$ cat src/core/ext_bus_pkg.sv
/*
  Shared constants and types of the external memory bus interface: request
  kinds, sequencer states, cycle lengths and port latch reset values.
  Assumes one oscillator period equals one period of the 50 MHz clock mclk.
*/
package ext_bus_pkg;

  // ************************************************************
  // Timing
  // ************************************************************
  localparam int unsigned CLK_PERIOD_NS    = 20;
  localparam int unsigned OSC_PERIOD_NS    = 20;
  // Oscillator periods per bus cycle, turned into mclk cycles.
  localparam int unsigned FETCH_OSC_PERIODS = 3;
  localparam int unsigned DATA_OSC_PERIODS  = 6;
  localparam int unsigned FETCH_CYCLES = (FETCH_OSC_PERIODS * OSC_PERIOD_NS + CLK_PERIOD_NS - 1) / CLK_PERIOD_NS;
  localparam int unsigned DATA_CYCLES  = (DATA_OSC_PERIODS * OSC_PERIOD_NS + CLK_PERIOD_NS - 1) / CLK_PERIOD_NS;
  localparam logic [2:0] FETCH_LAST_PHASE = 3'(FETCH_CYCLES - 1);
  localparam logic [2:0] DATA_LAST_PHASE  = 3'(DATA_CYCLES - 1);

  // Phase positions inside a cycle.
  localparam logic [2:0] PH_ADDR        = 3'h0;
  localparam logic [2:0] PH_FETCH_SAMPLE = 3'h2;
  localparam logic [2:0] PH_RD_FIRST    = 3'h2;
  localparam logic [2:0] PH_RD_SAMPLE   = 3'h4;
  localparam logic [2:0] PH_WR_DATA     = 3'h2;
  localparam logic [2:0] PH_WR_FIRST    = 3'h3;
  localparam logic [2:0] PH_WR_LAST     = 3'h4;

  // ************************************************************
  // Reset values and pin positions
  // ************************************************************
  localparam logic [7:0] LOW_PORT_RESET   = 8'hFF;
  localparam logic [7:0] HIGH_PORT_RESET  = 8'hFF;
  localparam logic [7:0] LOW_PORT_BUS_FILL = 8'hFF;
  localparam logic       STROBE_ENABLE_RESET = 1'b1;
  localparam int unsigned P3_READ_STROBE_BIT  = 7;
  localparam int unsigned P3_WRITE_STROBE_BIT = 6;

  // ************************************************************
  // Types
  // ************************************************************
  typedef enum logic [1:0] {
    KIND_INT_FETCH  = 2'b00,
    KIND_EXT_FETCH  = 2'b01,
    KIND_DATA_READ  = 2'b10,
    KIND_DATA_WRITE = 2'b11
  } req_kind_t;

  typedef enum logic [2:0] {
    ST_IDLE      = 3'b000,
    ST_INT_FETCH = 3'b001,
    ST_EXT_FETCH = 3'b010,
    ST_READ      = 3'b011,
    ST_WRITE     = 3'b100
  } bus_state_t;

endpackage

$ cat src/core/port_latch_pair.sv
/*
  The two port latches behind the low (multiplexed) and high address ports.
  Assumes the core writes them with one-cycle strobes and that the bus
  sequencer signals the start of each external access with a pulse.
*/
`timescale 1ns/1ps
module port_latch_pair
  import ext_bus_pkg::*;
(
  input  wire logic       mclk,
  input  wire logic       rst,
  input  wire logic       lowLatchWe,
  input  wire logic       highLatchWe,
  input  wire logic [7:0] latchWdata,
  input  wire logic       busAccessStart,
  output logic      [7:0] lowLatch,
  output logic      [7:0] highLatch
);

  // ************************************************************
  // Next values
  // ************************************************************
  logic [7:0] next_lowLatch;
  logic [7:0] next_highLatch;

  // A bus access fills the low latch with ones and wins over a core write.
  always_comb begin
    next_lowLatch  = lowLatch;
    next_highLatch = highLatch;
    if (busAccessStart) begin
      next_lowLatch = LOW_PORT_BUS_FILL;
    end else if (lowLatchWe) begin
      next_lowLatch = latchWdata;
    end
    // The high latch only follows core writes, never the bus.
    if (highLatchWe) begin
      next_highLatch = latchWdata;
    end
  end

  // Registers.
  always_ff @(posedge mclk or posedge rst) begin
    if (rst) begin
      lowLatch  <= LOW_PORT_RESET;
      highLatch <= HIGH_PORT_RESET;
    end else begin
      lowLatch  <= next_lowLatch;
      highLatch <= next_highLatch;
    end
  end

endmodule

$ cat src/core/external_memory_bus_interface.sv
/*
  Sequencer of the external memory bus: program fetches, data reads and data
  writes over the multiplexed low port and the high address port, with the
  program fetch, data read, data write and address latch strobes.
  Assumes requests come from the core synchronous to mclk and that the pads
  resolve each pin from its output and output enable.
*/
`timescale 1ns/1ps
module external_memory_bus_interface
  import ext_bus_pkg::*;
(
  input  wire logic        mclk,
  input  wire logic        rst,
  // Core request side.
  input  wire logic        reqValid,
  input  wire logic [1:0]  reqKind,
  input  wire logic [15:0] reqAddr,
  input  wire logic        reqWide,
  input  wire logic [7:0]  reqWdata,
  output logic             reqReady,
  output logic             rspValid,
  output logic [7:0]       rspData,
  // Core access to the port latches and the control bit.
  input  wire logic        lowLatchWe,
  input  wire logic        highLatchWe,
  input  wire logic [7:0]  latchWdata,
  input  wire logic        controlWe,
  input  wire logic        controlWdata,
  output logic             latchStrobeOutputEnable,
  output logic [7:0]       lowLatchValue,
  output logic [7:0]       highLatchValue,
  // Pins.
  input  wire logic        externalAccessSelectN,
  input  wire logic [7:0]  multiplexedLowPortIn,
  output logic [7:0]       multiplexedLowPortOut,
  output logic [7:0]       multiplexedLowPortOe,
  output logic [7:0]       highAddressPortOut,
  output logic [7:0]       highAddressPortOe,
  output logic             addressLatchStrobe,
  output logic             programFetchStrobeN,
  output logic             dataReadStrobeN,
  output logic             dataWriteStrobeN
);

  // ************************************************************
  // Port latches
  // ************************************************************
  logic [7:0] lowLatch;
  logic [7:0] highLatch;
  logic       busAccessStart;

  port_latch_pair u_latches (
    .mclk           (mclk),
    .rst            (rst),
    .lowLatchWe     (lowLatchWe),
    .highLatchWe    (highLatchWe),
    .latchWdata     (latchWdata),
    .busAccessStart (busAccessStart),
    .lowLatch       (lowLatch),
    .highLatch      (highLatch)
  );

  assign lowLatchValue  = lowLatch;
  assign highLatchValue = highLatch;

  // ************************************************************
  // Sequencer state
  // ************************************************************
  bus_state_t  state;
  bus_state_t  next_state;
  logic [2:0]  phase;
  logic [2:0]  next_phase;
  logic [15:0] curAddr;
  logic [15:0] next_curAddr;
  logic        curWide;
  logic        next_curWide;
  logic [7:0]  curWdata;
  logic [7:0]  next_curWdata;
  logic        next_latchStrobeOutputEnable;
  logic        next_reqReady;
  logic        next_rspValid;
  logic [7:0]  next_rspData;
  logic [7:0]  next_lowOut;
  logic [7:0]  next_lowOe;
  logic [7:0]  next_highOut;
  logic [7:0]  next_highOe;
  logic        next_ale;
  logic        next_fetchN;
  logic        next_readN;
  logic        next_writeN;

  // Last phase of a cycle of the given kind.
  function automatic logic [2:0] last_phase(input bus_state_t s);
    if (s == ST_READ || s == ST_WRITE) begin
      last_phase = DATA_LAST_PHASE;
    end else begin
      last_phase = FETCH_LAST_PHASE;
    end
  endfunction

  // True when a phase lies inside an inclusive window.
  function automatic logic in_window(input logic [2:0] p, input logic [2:0] lo, input logic [2:0] hi);
    in_window = (p >= lo) && (p <= hi);
  endfunction

  // Next state and captured request. A new request is taken only in idle,
  // so outputs can be derived from the next state without a bubble.
  always_comb begin
    next_state     = state;
    next_phase     = phase;
    next_curAddr   = curAddr;
    next_curWide   = curWide;
    next_curWdata  = curWdata;
    busAccessStart = 1'b0;
    next_rspValid  = 1'b0;
    next_rspData   = rspData;
    next_latchStrobeOutputEnable = latchStrobeOutputEnable;
    if (controlWe) begin
      next_latchStrobeOutputEnable = controlWdata;
    end
    case (state)
      ST_IDLE: begin
        if (reqValid) begin
          next_phase    = PH_ADDR;
          next_curAddr  = reqAddr;
          next_curWdata = reqWdata;
          case (req_kind_t'(reqKind))
            KIND_INT_FETCH: begin
              next_state   = ST_INT_FETCH;
              next_curWide = 1'b1;
            end
            KIND_EXT_FETCH: begin
              next_state   = ST_EXT_FETCH;
              next_curWide = 1'b1;
            end
            KIND_DATA_READ: begin
              next_state   = ST_READ;
              next_curWide = reqWide;
            end
            default: begin
              next_state   = ST_WRITE;
              next_curWide = reqWide;
            end
          endcase
          // Internal fetches never touch the bus, so they leave the latch alone.
          busAccessStart = (req_kind_t'(reqKind) != KIND_INT_FETCH);
        end
      end
      default: begin
        if (phase == last_phase(state)) begin
          next_state = ST_IDLE;
          next_phase = PH_ADDR;
        end else begin
          next_phase = phase + 3'h1;
        end
      end
    endcase
    // Read data is sampled while the strobe is still active, at the edge
    // that releases it.
    if ((state == ST_EXT_FETCH && phase == PH_FETCH_SAMPLE) || (state == ST_READ && phase == PH_RD_SAMPLE)) begin
      next_rspData = multiplexedLowPortIn;
    end
    if ((state != ST_IDLE) && (phase == last_phase(state))) begin
      next_rspValid = 1'b1;
    end
  end

  // ************************************************************
  // Pin values
  // ************************************************************
  // Pin levels follow the next state so every pin comes from a flip-flop.
  always_comb begin
    next_reqReady = (next_state == ST_IDLE);
    next_ale      = 1'b0;
    next_fetchN   = 1'b1;
    next_readN    = 1'b1;
    next_writeN   = 1'b1;
    // Outside bus cycles the low port is an open-drain port: only zeros pull.
    next_lowOut   = 8'h00;
    next_lowOe    = ~lowLatch;
    next_highOut  = highLatch;
    next_highOe   = 8'hFF;
    case (next_state)
      ST_INT_FETCH: begin
        // Code from internal memory pulses the latch strobe only when allowed.
        next_ale = (next_phase == PH_ADDR) && (latchStrobeOutputEnable || !externalAccessSelectN);
      end
      ST_EXT_FETCH: begin
        next_ale    = (next_phase == PH_ADDR);
        next_fetchN = (next_phase == PH_ADDR);
        next_highOut = next_curAddr[15:8];
        if (next_phase == PH_ADDR) begin
          next_lowOut = next_curAddr[7:0];
          next_lowOe  = 8'hFF;
        end else begin
          next_lowOe = 8'h00;
        end
      end
      ST_READ, ST_WRITE: begin
        // Data moves always strobe the latch, whatever the enable bit says.
        next_ale = (next_phase == PH_ADDR);
        // The high port is driven for the whole cycle, so ones keep the
        // strong pull-up throughout instead of a short boost.
        next_highOut = next_curWide ? next_curAddr[15:8] : highLatch;
        next_lowOe   = 8'hFF;
        if (next_phase < PH_WR_DATA) begin
          next_lowOut = next_curAddr[7:0];
        end else if (next_state == ST_WRITE) begin
          next_lowOut = next_curWdata;
        end else begin
          next_lowOe = 8'h00;
        end
        if (next_state == ST_READ) begin
          next_readN = !in_window(next_phase, PH_RD_FIRST, PH_RD_SAMPLE);
        end else begin
          // Data is out one phase before the strobe and one phase after it.
          next_writeN = !in_window(next_phase, PH_WR_FIRST, PH_WR_LAST);
        end
      end
      default: begin
        next_ale = 1'b0;
      end
    endcase
  end

  // ************************************************************
  // Registers
  // ************************************************************
  // All state and pin registers; strobes idle inactive from reset on.
  always_ff @(posedge mclk or posedge rst) begin
    if (rst) begin
      state                   <= ST_IDLE;
      phase                   <= PH_ADDR;
      curAddr                 <= 16'h0000;
      curWide                 <= 1'b0;
      curWdata                <= 8'h00;
      latchStrobeOutputEnable <= STROBE_ENABLE_RESET;
      reqReady                <= 1'b0;
      rspValid                <= 1'b0;
      rspData                 <= 8'h00;
      multiplexedLowPortOut   <= 8'h00;
      multiplexedLowPortOe    <= 8'h00;
      highAddressPortOut      <= HIGH_PORT_RESET;
      highAddressPortOe       <= 8'hFF;
      addressLatchStrobe      <= 1'b0;
      programFetchStrobeN     <= 1'b1;
      dataReadStrobeN         <= 1'b1;
      dataWriteStrobeN        <= 1'b1;
    end else begin
      state                   <= next_state;
      phase                   <= next_phase;
      curAddr                 <= next_curAddr;
      curWide                 <= next_curWide;
      curWdata                <= next_curWdata;
      latchStrobeOutputEnable <= next_latchStrobeOutputEnable;
      reqReady                <= next_reqReady;
      rspValid                <= next_rspValid;
      rspData                 <= next_rspData;
      multiplexedLowPortOut   <= next_lowOut;
      multiplexedLowPortOe    <= next_lowOe;
      highAddressPortOut      <= next_highOut;
      highAddressPortOe       <= next_highOe;
      addressLatchStrobe      <= next_ale;
      programFetchStrobeN     <= next_fetchN;
      dataReadStrobeN         <= next_readN;
      dataWriteStrobeN        <= next_writeN;
    end
  end

endmodule

$ cat config.mk
export PLATFORM = sky130hd
export DESIGN_NAME = external_memory_bus_interface
export DESIGN_NICKNAME = d
export VERILOG_FILES = /design/src/core/ext_bus_pkg.sv /design/src/core/port_latch_pair.sv /design/src/core/external_memory_bus_interface.sv
export SDC_FILE = /design/constraint.sdc
export NUM_CORES = 1
export LEC_CHECK = 0
export BUFFER_PORTS_ARGS = -buffer_cell sky130_fd_sc_hd__buf_2
export CORE_MARGIN = 2
export CORE_UTILIZATION = 30
export DETAILED_ROUTE_END_ITERATION = 6
export GPL_ROUTABILITY_DRIVEN = 1
export PLACE_DENSITY = 0.49
export REMOVE_ABC_BUFFERS = 1
export SLEW_MARGIN = 20
export SYNTH_ARGS = -nofsm -noshare
export SYNTH_HDL_FRONTEND = slang
export SYNTH_SLANG_ARGS = --single-unit
$ cat constraint.sdc
create_clock -name mclk -period 2.4 [get_ports mclk]
set_input_delay 0 -clock mclk [delete_from_list [all_inputs] [get_ports mclk]]
set_output_delay 0 -clock mclk [all_outputs]
set_load 0.05 [all_outputs]
After elaboration in Yosys (flattened, before gate mapping)
Cells that the tools add are included.
{ "word_totals": {"reg_bits": 86, "inputBits": 51, "output_inout_bits": 63, "wordCells": 96} }
{ "classes": {"add_sub_neg": 1, "magnitude_cmp": 4, "n_eq_ne": 13, "muxes": 37, "n_bitwise": 1, "n_reduce_logical": 22} }
{ "op_table": {"columns": ["operator", "count"], "rows": [
  ["8-bit 2-to-1 mux", 11],
  ["8-bit case mux with 2 select lines", 3],
  ["16-bit 2-to-1 mux", 2],
  ["3-bit 2-to-1 mux", 8],
  ["3-bit by 2-bit equality test with 1-bit output (second input constant)", 5],
  ["1-bit 2-to-1 mux", 11],
  ["3-bit equality test (second input constant)", 3],
  ["3-bit zero test", 3],
  ["3-bit case mux with 3 select lines", 1],
  ["8-bit NOT", 1],
  ["3-bit equality test", 2],
  ["3-bit by 2-bit greater-or-equal comparator with 1-bit output (second input constant)", 2],
  ["1-bit logical AND", 6],
  ["2-bit nonzero test", 2],
  ["2-bit OR reduction", 2],
  ["3-bit by 1-bit adder with 3-bit output (second input constant)", 1],
  ["3-bit by 1-bit equality test with 1-bit output (second input constant)", 1],
  ["3-bit less-or-equal comparator (second input constant)", 1],
  ["1-bit zero test", 3],
  ["1-bit logical OR", 3],
  ["3-bit by 2-bit < comparator with 1-bit output (second input constant)", 1],
  ["3-bit nonzero test", 1],
  ["3-bit OR reduction", 1],
  ["2-bit by 1-bit equality test with 1-bit output (second input constant)", 1],
  ["3 further kinds", 3]
]} }

Depth between registers and ports, before layout
{ "logic_depth": {"word_depth": 12, "ltp_mapped": 9} }

Modules after synthesis
Synthesis repeated with hierarchy kept, for this count alone.
{ "unflattened": {"cells_unflattened": 332, "hier_area_um2": 3789.9} }
{ "modules_own_cells": {"columns": ["mod", "n_inst", "cells_per_inst", "area_each_um2"], "rows": [
  ["external_memory_bus_interface", 1, 288, 3128.0],
  ["port_latch_pair", 1, 44, 661.9]
]} }

Worst setup path after synthesis
Ideal clock, no wire load.
{ "synth_path": {"path_type": "reg2reg", "start": "reg phase[2]", "end": "reg highAddressPortOut[0]", "setup_ns": 0.082, "arrival_time_ns": 2.107, "required_ns": 2.318, "path_slack_ns": 0.211, "stages_incl_launch_ff": 8, "path_buffers": 1, "cell_sequence": "dfrtp_1 > buf_6 > or3b_4 > and3_1 > a211oi_2 > and3_1 > a2bb2oi_4 > mux2_2"} }
{ "synth_between": {"elab_chain_cells": 6, "elab_cells_between_ends": 8, "classes_between": "eq/ne (4); mux (3); reduce/logical (1)"} }
{ "synth_lines": {"columns": ["item", "line", "text"], "rows": [
  ["start: declaration", "external_memory_bus_interface.sv:71", "logic [2:0] phase;"],
  ["start signal: assignment", "external_memory_bus_interface.sv:251", "phase <= next_phase;"],
  ["3-bit equality test (*)", "external_memory_bus_interface.sv:150", "if (phase == last_phase(state)) begin"],
  ["3-bit 2-to-1 mux (*)", "external_memory_bus_interface.sv:150", null],
  ["3-bit 2-to-1 mux (*)", "external_memory_bus_interface.sv:121", "case (state)"],
  ["3-bit equality test or 3-bit by 2-bit equality test with 1-bit output (tied branches)", "external_memory_bus_interface.sv:183", "case (next_state)"],
  ["2-bit OR reduction", "external_memory_bus_interface.sv:183", null],
  ["8-bit case mux with 2 select lines (*)", "external_memory_bus_interface.sv:183", null],
  ["net next_highOut[0]", "external_memory_bus_interface.sv:85", "logic [7:0] next_highOut;"],
  ["end signal: assignment", "external_memory_bus_interface.sv:261", "highAddressPortOut <= next_highOut;"],
  ["end: declaration", "external_memory_bus_interface.sv:37", "output logic [7:0] highAddressPortOut,"]
]} }
Mark *: on every way through the listed nets, which the timed path passes. The rest lies on a longest branch.
A chain may end at the register's enable or synchronous reset.

Worst setup path in the final report
{ "layout_path": {"start": "reg phase[0]", "end": "reg highAddressPortOut[1]"} }
The elaborated chain is that of the path after synthesis.

==> results.toml <==
[outcome]
status = "finished, final reports clean"

[worst_setup_path]
cpMostUsedCell = "and3_1"
crit_path_max_fanout = 8
end_kind = "flop"
worstPathRequired_ps = 2670
arrival_ps = 2570
path_class = "reg -> reg"
max_stage_delay_ps = 430
cp_cell_sequence = "or3b_4 > and3_1 > a211oi_2 > and3_1 > a2bb2oi_4 > buf_12 > mux2_2"
slowest_stage = "or3b_4"
worst_setup_path_start_kind = "flop"

[die]
die_area_um2 = 13200
rows = 40
die_x_um = 115
dieHeight_um = 115
start_util_pct = 30.6
ioPinCount = 114
core_area_um2 = 12000

[global_routing]
grt_pass1_wl_mm = 13.7
grt_max_degree = 45
gr-usage-all-layers_pct = 13.9
grt_pass1_vias = 2709
antenna_found_initial = 1
gr-total-overflow = 0

[synthesis]
synthArstFlopShare_pct = 100
synth_edf_count = 0
avgSynthCellArea_um2 = 13.1
syn_inst = 280
netlist_area_um2 = 3680
synth_top_area_share_pct = 39.4
synth-seq-cells = 86
netlist_top_cells_area = "dfrtp_1, dfstp_2, mux2_2"
synth_flop_cell = "dfrtp_1"
yosysWarnings = 0
ys_seq_area_share_pct = 59.4
synth_top_area_cell = "dfrtp_1"
ys_types = 47

[route]
ant_nets = 0
first_pass_iters = 4
routed_via_density = 4.45
wl_per_cell_um = 14.5
drc = 0
drt_iter0_drc = 73
wl_mm = 8.63
vias = 2658

[power]
p_seq_share_pct = 30.3
switching_power_uw = 3360
p_leak_uw = 0.00246
p_total_uw = 7820
netSwitchingFraction_pct = 43.0
p_int_uw = 4460
pwr-share-clk_pct = 18.3
irDropWorstVdd_mv = 0.697
combPwrFrac_pct = 51.4
p_per_area_nw_per_um2 = 1490

[sta]
fin_worst_skew_ps = 11.2
fmax_mhz = 434
finalHoldViolations = 0
drv_slew = 0
setup_viol = 0
holdWs_ps = 83.3
rsz0062_at_grt = "no"
worstMarginPinSlew_ps = 746
post-route-period-util_pct = 95.9
slew-limit-headroom_pct = 50.2
period_minus_slack_ps = 2300

[cells_and_area]
final_cell_mix = "buf_2, dfrtp_1, dlygate4sd3_1"
final_common_cell = "buf_2"
area_growth_syn_to_layout_pct = 42.1
fin_cells = 597
diodes = 0
drive_gt1_share_pct = 50.0
nNetsFinal = 502
final_area_um2 = 5230

[clock_network]
cts_buffers = 9
htree_levels = 3
clock-sinks = 86
clk_path_buf_depth = 2
root_buffer = "clkbuf_16"
tritoncts = "yes"
clkSlewWorstSetupHoldPaths_ps = 70
insertion_delay_ps = 350

[placement]
portBuffers = 105
dp.cells = 537
place_congestion = 0.809
postPlaceCellArea_um2 = 4450
dp_hpwl_mm = 5.93

[job]
cap_violations = 0

[worst_hold_path]
hold_class = "in -> reg"
==> cell families (layout without fill, tap and decap cells) <==
kind of cell             count (synthesis)  in the layout  share of synthesized area, %
buffers and inverters                   36            199                          5.10
AND/OR/NAND/NOR                         52             52                          7.75
other                                    1              8                         0.102
adder cells (fa/ha/maj)                  6              6                          2.04
flip-flops                              86             86                          59.4
AO/OA/AOI/OAI                           42             42                          8.70
multiplexers                            57             57                          16.9
==> state kept, by name, summed over array words and instances, names as in the netlist <==
| signal | cells |
|---|---|
| multiplexedLowPortOut | 8 |
| multiplexedLowPortOe | 8 |
| curWide | 1 |
| state | 3 |
| curWdata | 8 |
| u_latches.highLatch | 8 |
| rspValid | 1 |
| curAddr | 16 |
| phase | 3 |
| u_latches.lowLatch | 8 |
| dataWriteStrobeN | 1 |
| reqReady | 1 |
| programFetchStrobeN | 1 |
| dataReadStrobeN | 1 |
| rspData | 8 |
| addressLatchStrobe | 1 |
| highAddressPortOut | 8 |
| latchStrobeOutputEnable | 1 |
==> layout make-up <==
type | count | area (um2)
Clock buffer | 13 | 260
Clock inverter | 3 | 43.8
Fill cell | 1158 | 6780
Inverter | 16 | 61.3
Multi-Input combinational cell | 165 | 1360
Sequential cell | 86 | 2190
Tap cell | 147 | 184
Timing Repair Buffer | 167 | 1140
==> per-stage QoR <==
step | TNS, ps | setup slack (ps) | util, %
6_report | 0 | 98.2 | 43.6
5_1_grt | 0 | 12.9 | 43.6
4_1_cts | 0 | 9.35 | 43.2
3_5_place_dp | 0 | 45.3 | 37.1
3_3_place_gp | 0 | 92.7 | 37.1
2_1_floorplan | -13380 | -677 | -
==> worst max-delay path: cells and delay by family (launching register included) <==
kind | cells | cell delay (ps)
and+or+nand+nor | 3 | 920
AOI/OAI and AO/OA | 2 | 460
DFF | 1 | 370
muxes | 1 | 330
buffers and inverters | 1 | 140
==> routing by layer <==
metal  wire length, um  share of wire, %  up-vias  global-route usage, %
li1                  -                 -     1293                      -
met4               171               2.0        0                   6.51
met1              3980                46     1268                   18.0
met5                 0                 0        -                      0
met3               571               6.6       14                   4.69
met2              3910                45       83                   21.0
==> power by group through the flow <==
stage | Clock, uW | Sequential (uW) | Combinational, uW
final | 1430 | 2370 | 4020
after global placement | 0 | 2380 | 3840
after global routing | 1540 | 2430 | 4330
after floorplan | 0 | 3520 | 1610
after CTS | 1480 | 2370 | 3930
after detailed placement | 0 | 2390 | 3870
==> what timing repair did <==
action | in CTS | in global routing
setup buffers | 0 | 1
hold buffers | 43 | 0
hold endpoints to repair | 86 | 0
resized for setup | 0 | 6
endpoints found under the setup margin | 0 | 27
==> synth_stat cells, types with 2 or more instances <==
cell type / n
a21oi_1: 5
and2_1: 2
and3_1: 3
buf_2: 6
buf_4: 8
buf_6: 2
clkbuf_1: 3
dfrtp_1: 58
dfstp_2: 28
ha_1: 6
inv_1: 16
mux2_2: 41
mux2i_1: 16
nand2_1: 20
nand2b_1: 6
nor2_1: 7
nor3_1: 4
nor4b_1: 2
o21ai_0: 11
o22ai_1: 8
o41ai_1: 2
==> worst paths after layout <==
check / from / slack, ps / cells after the start / to
worst max-delay path: phase[0] / 100 / 7 / highAddressPortOut[1]
worst min-delay path: lowLatchWe / 80 / 3 / u_latches.lowLatch[3]
worst max register to register: phase[0] / 100 / 7 / highAddressPortOut[1]
worst min register to register: curAddr[0] / 480 / 2 / curAddr[0]
max in group asynchronous: rst / 1350 / 4 / u_latches.highLatch[6]
min in group asynchronous: rst / 310 / 3 / rspData[5]
Power figures use the tool's default switching activity.
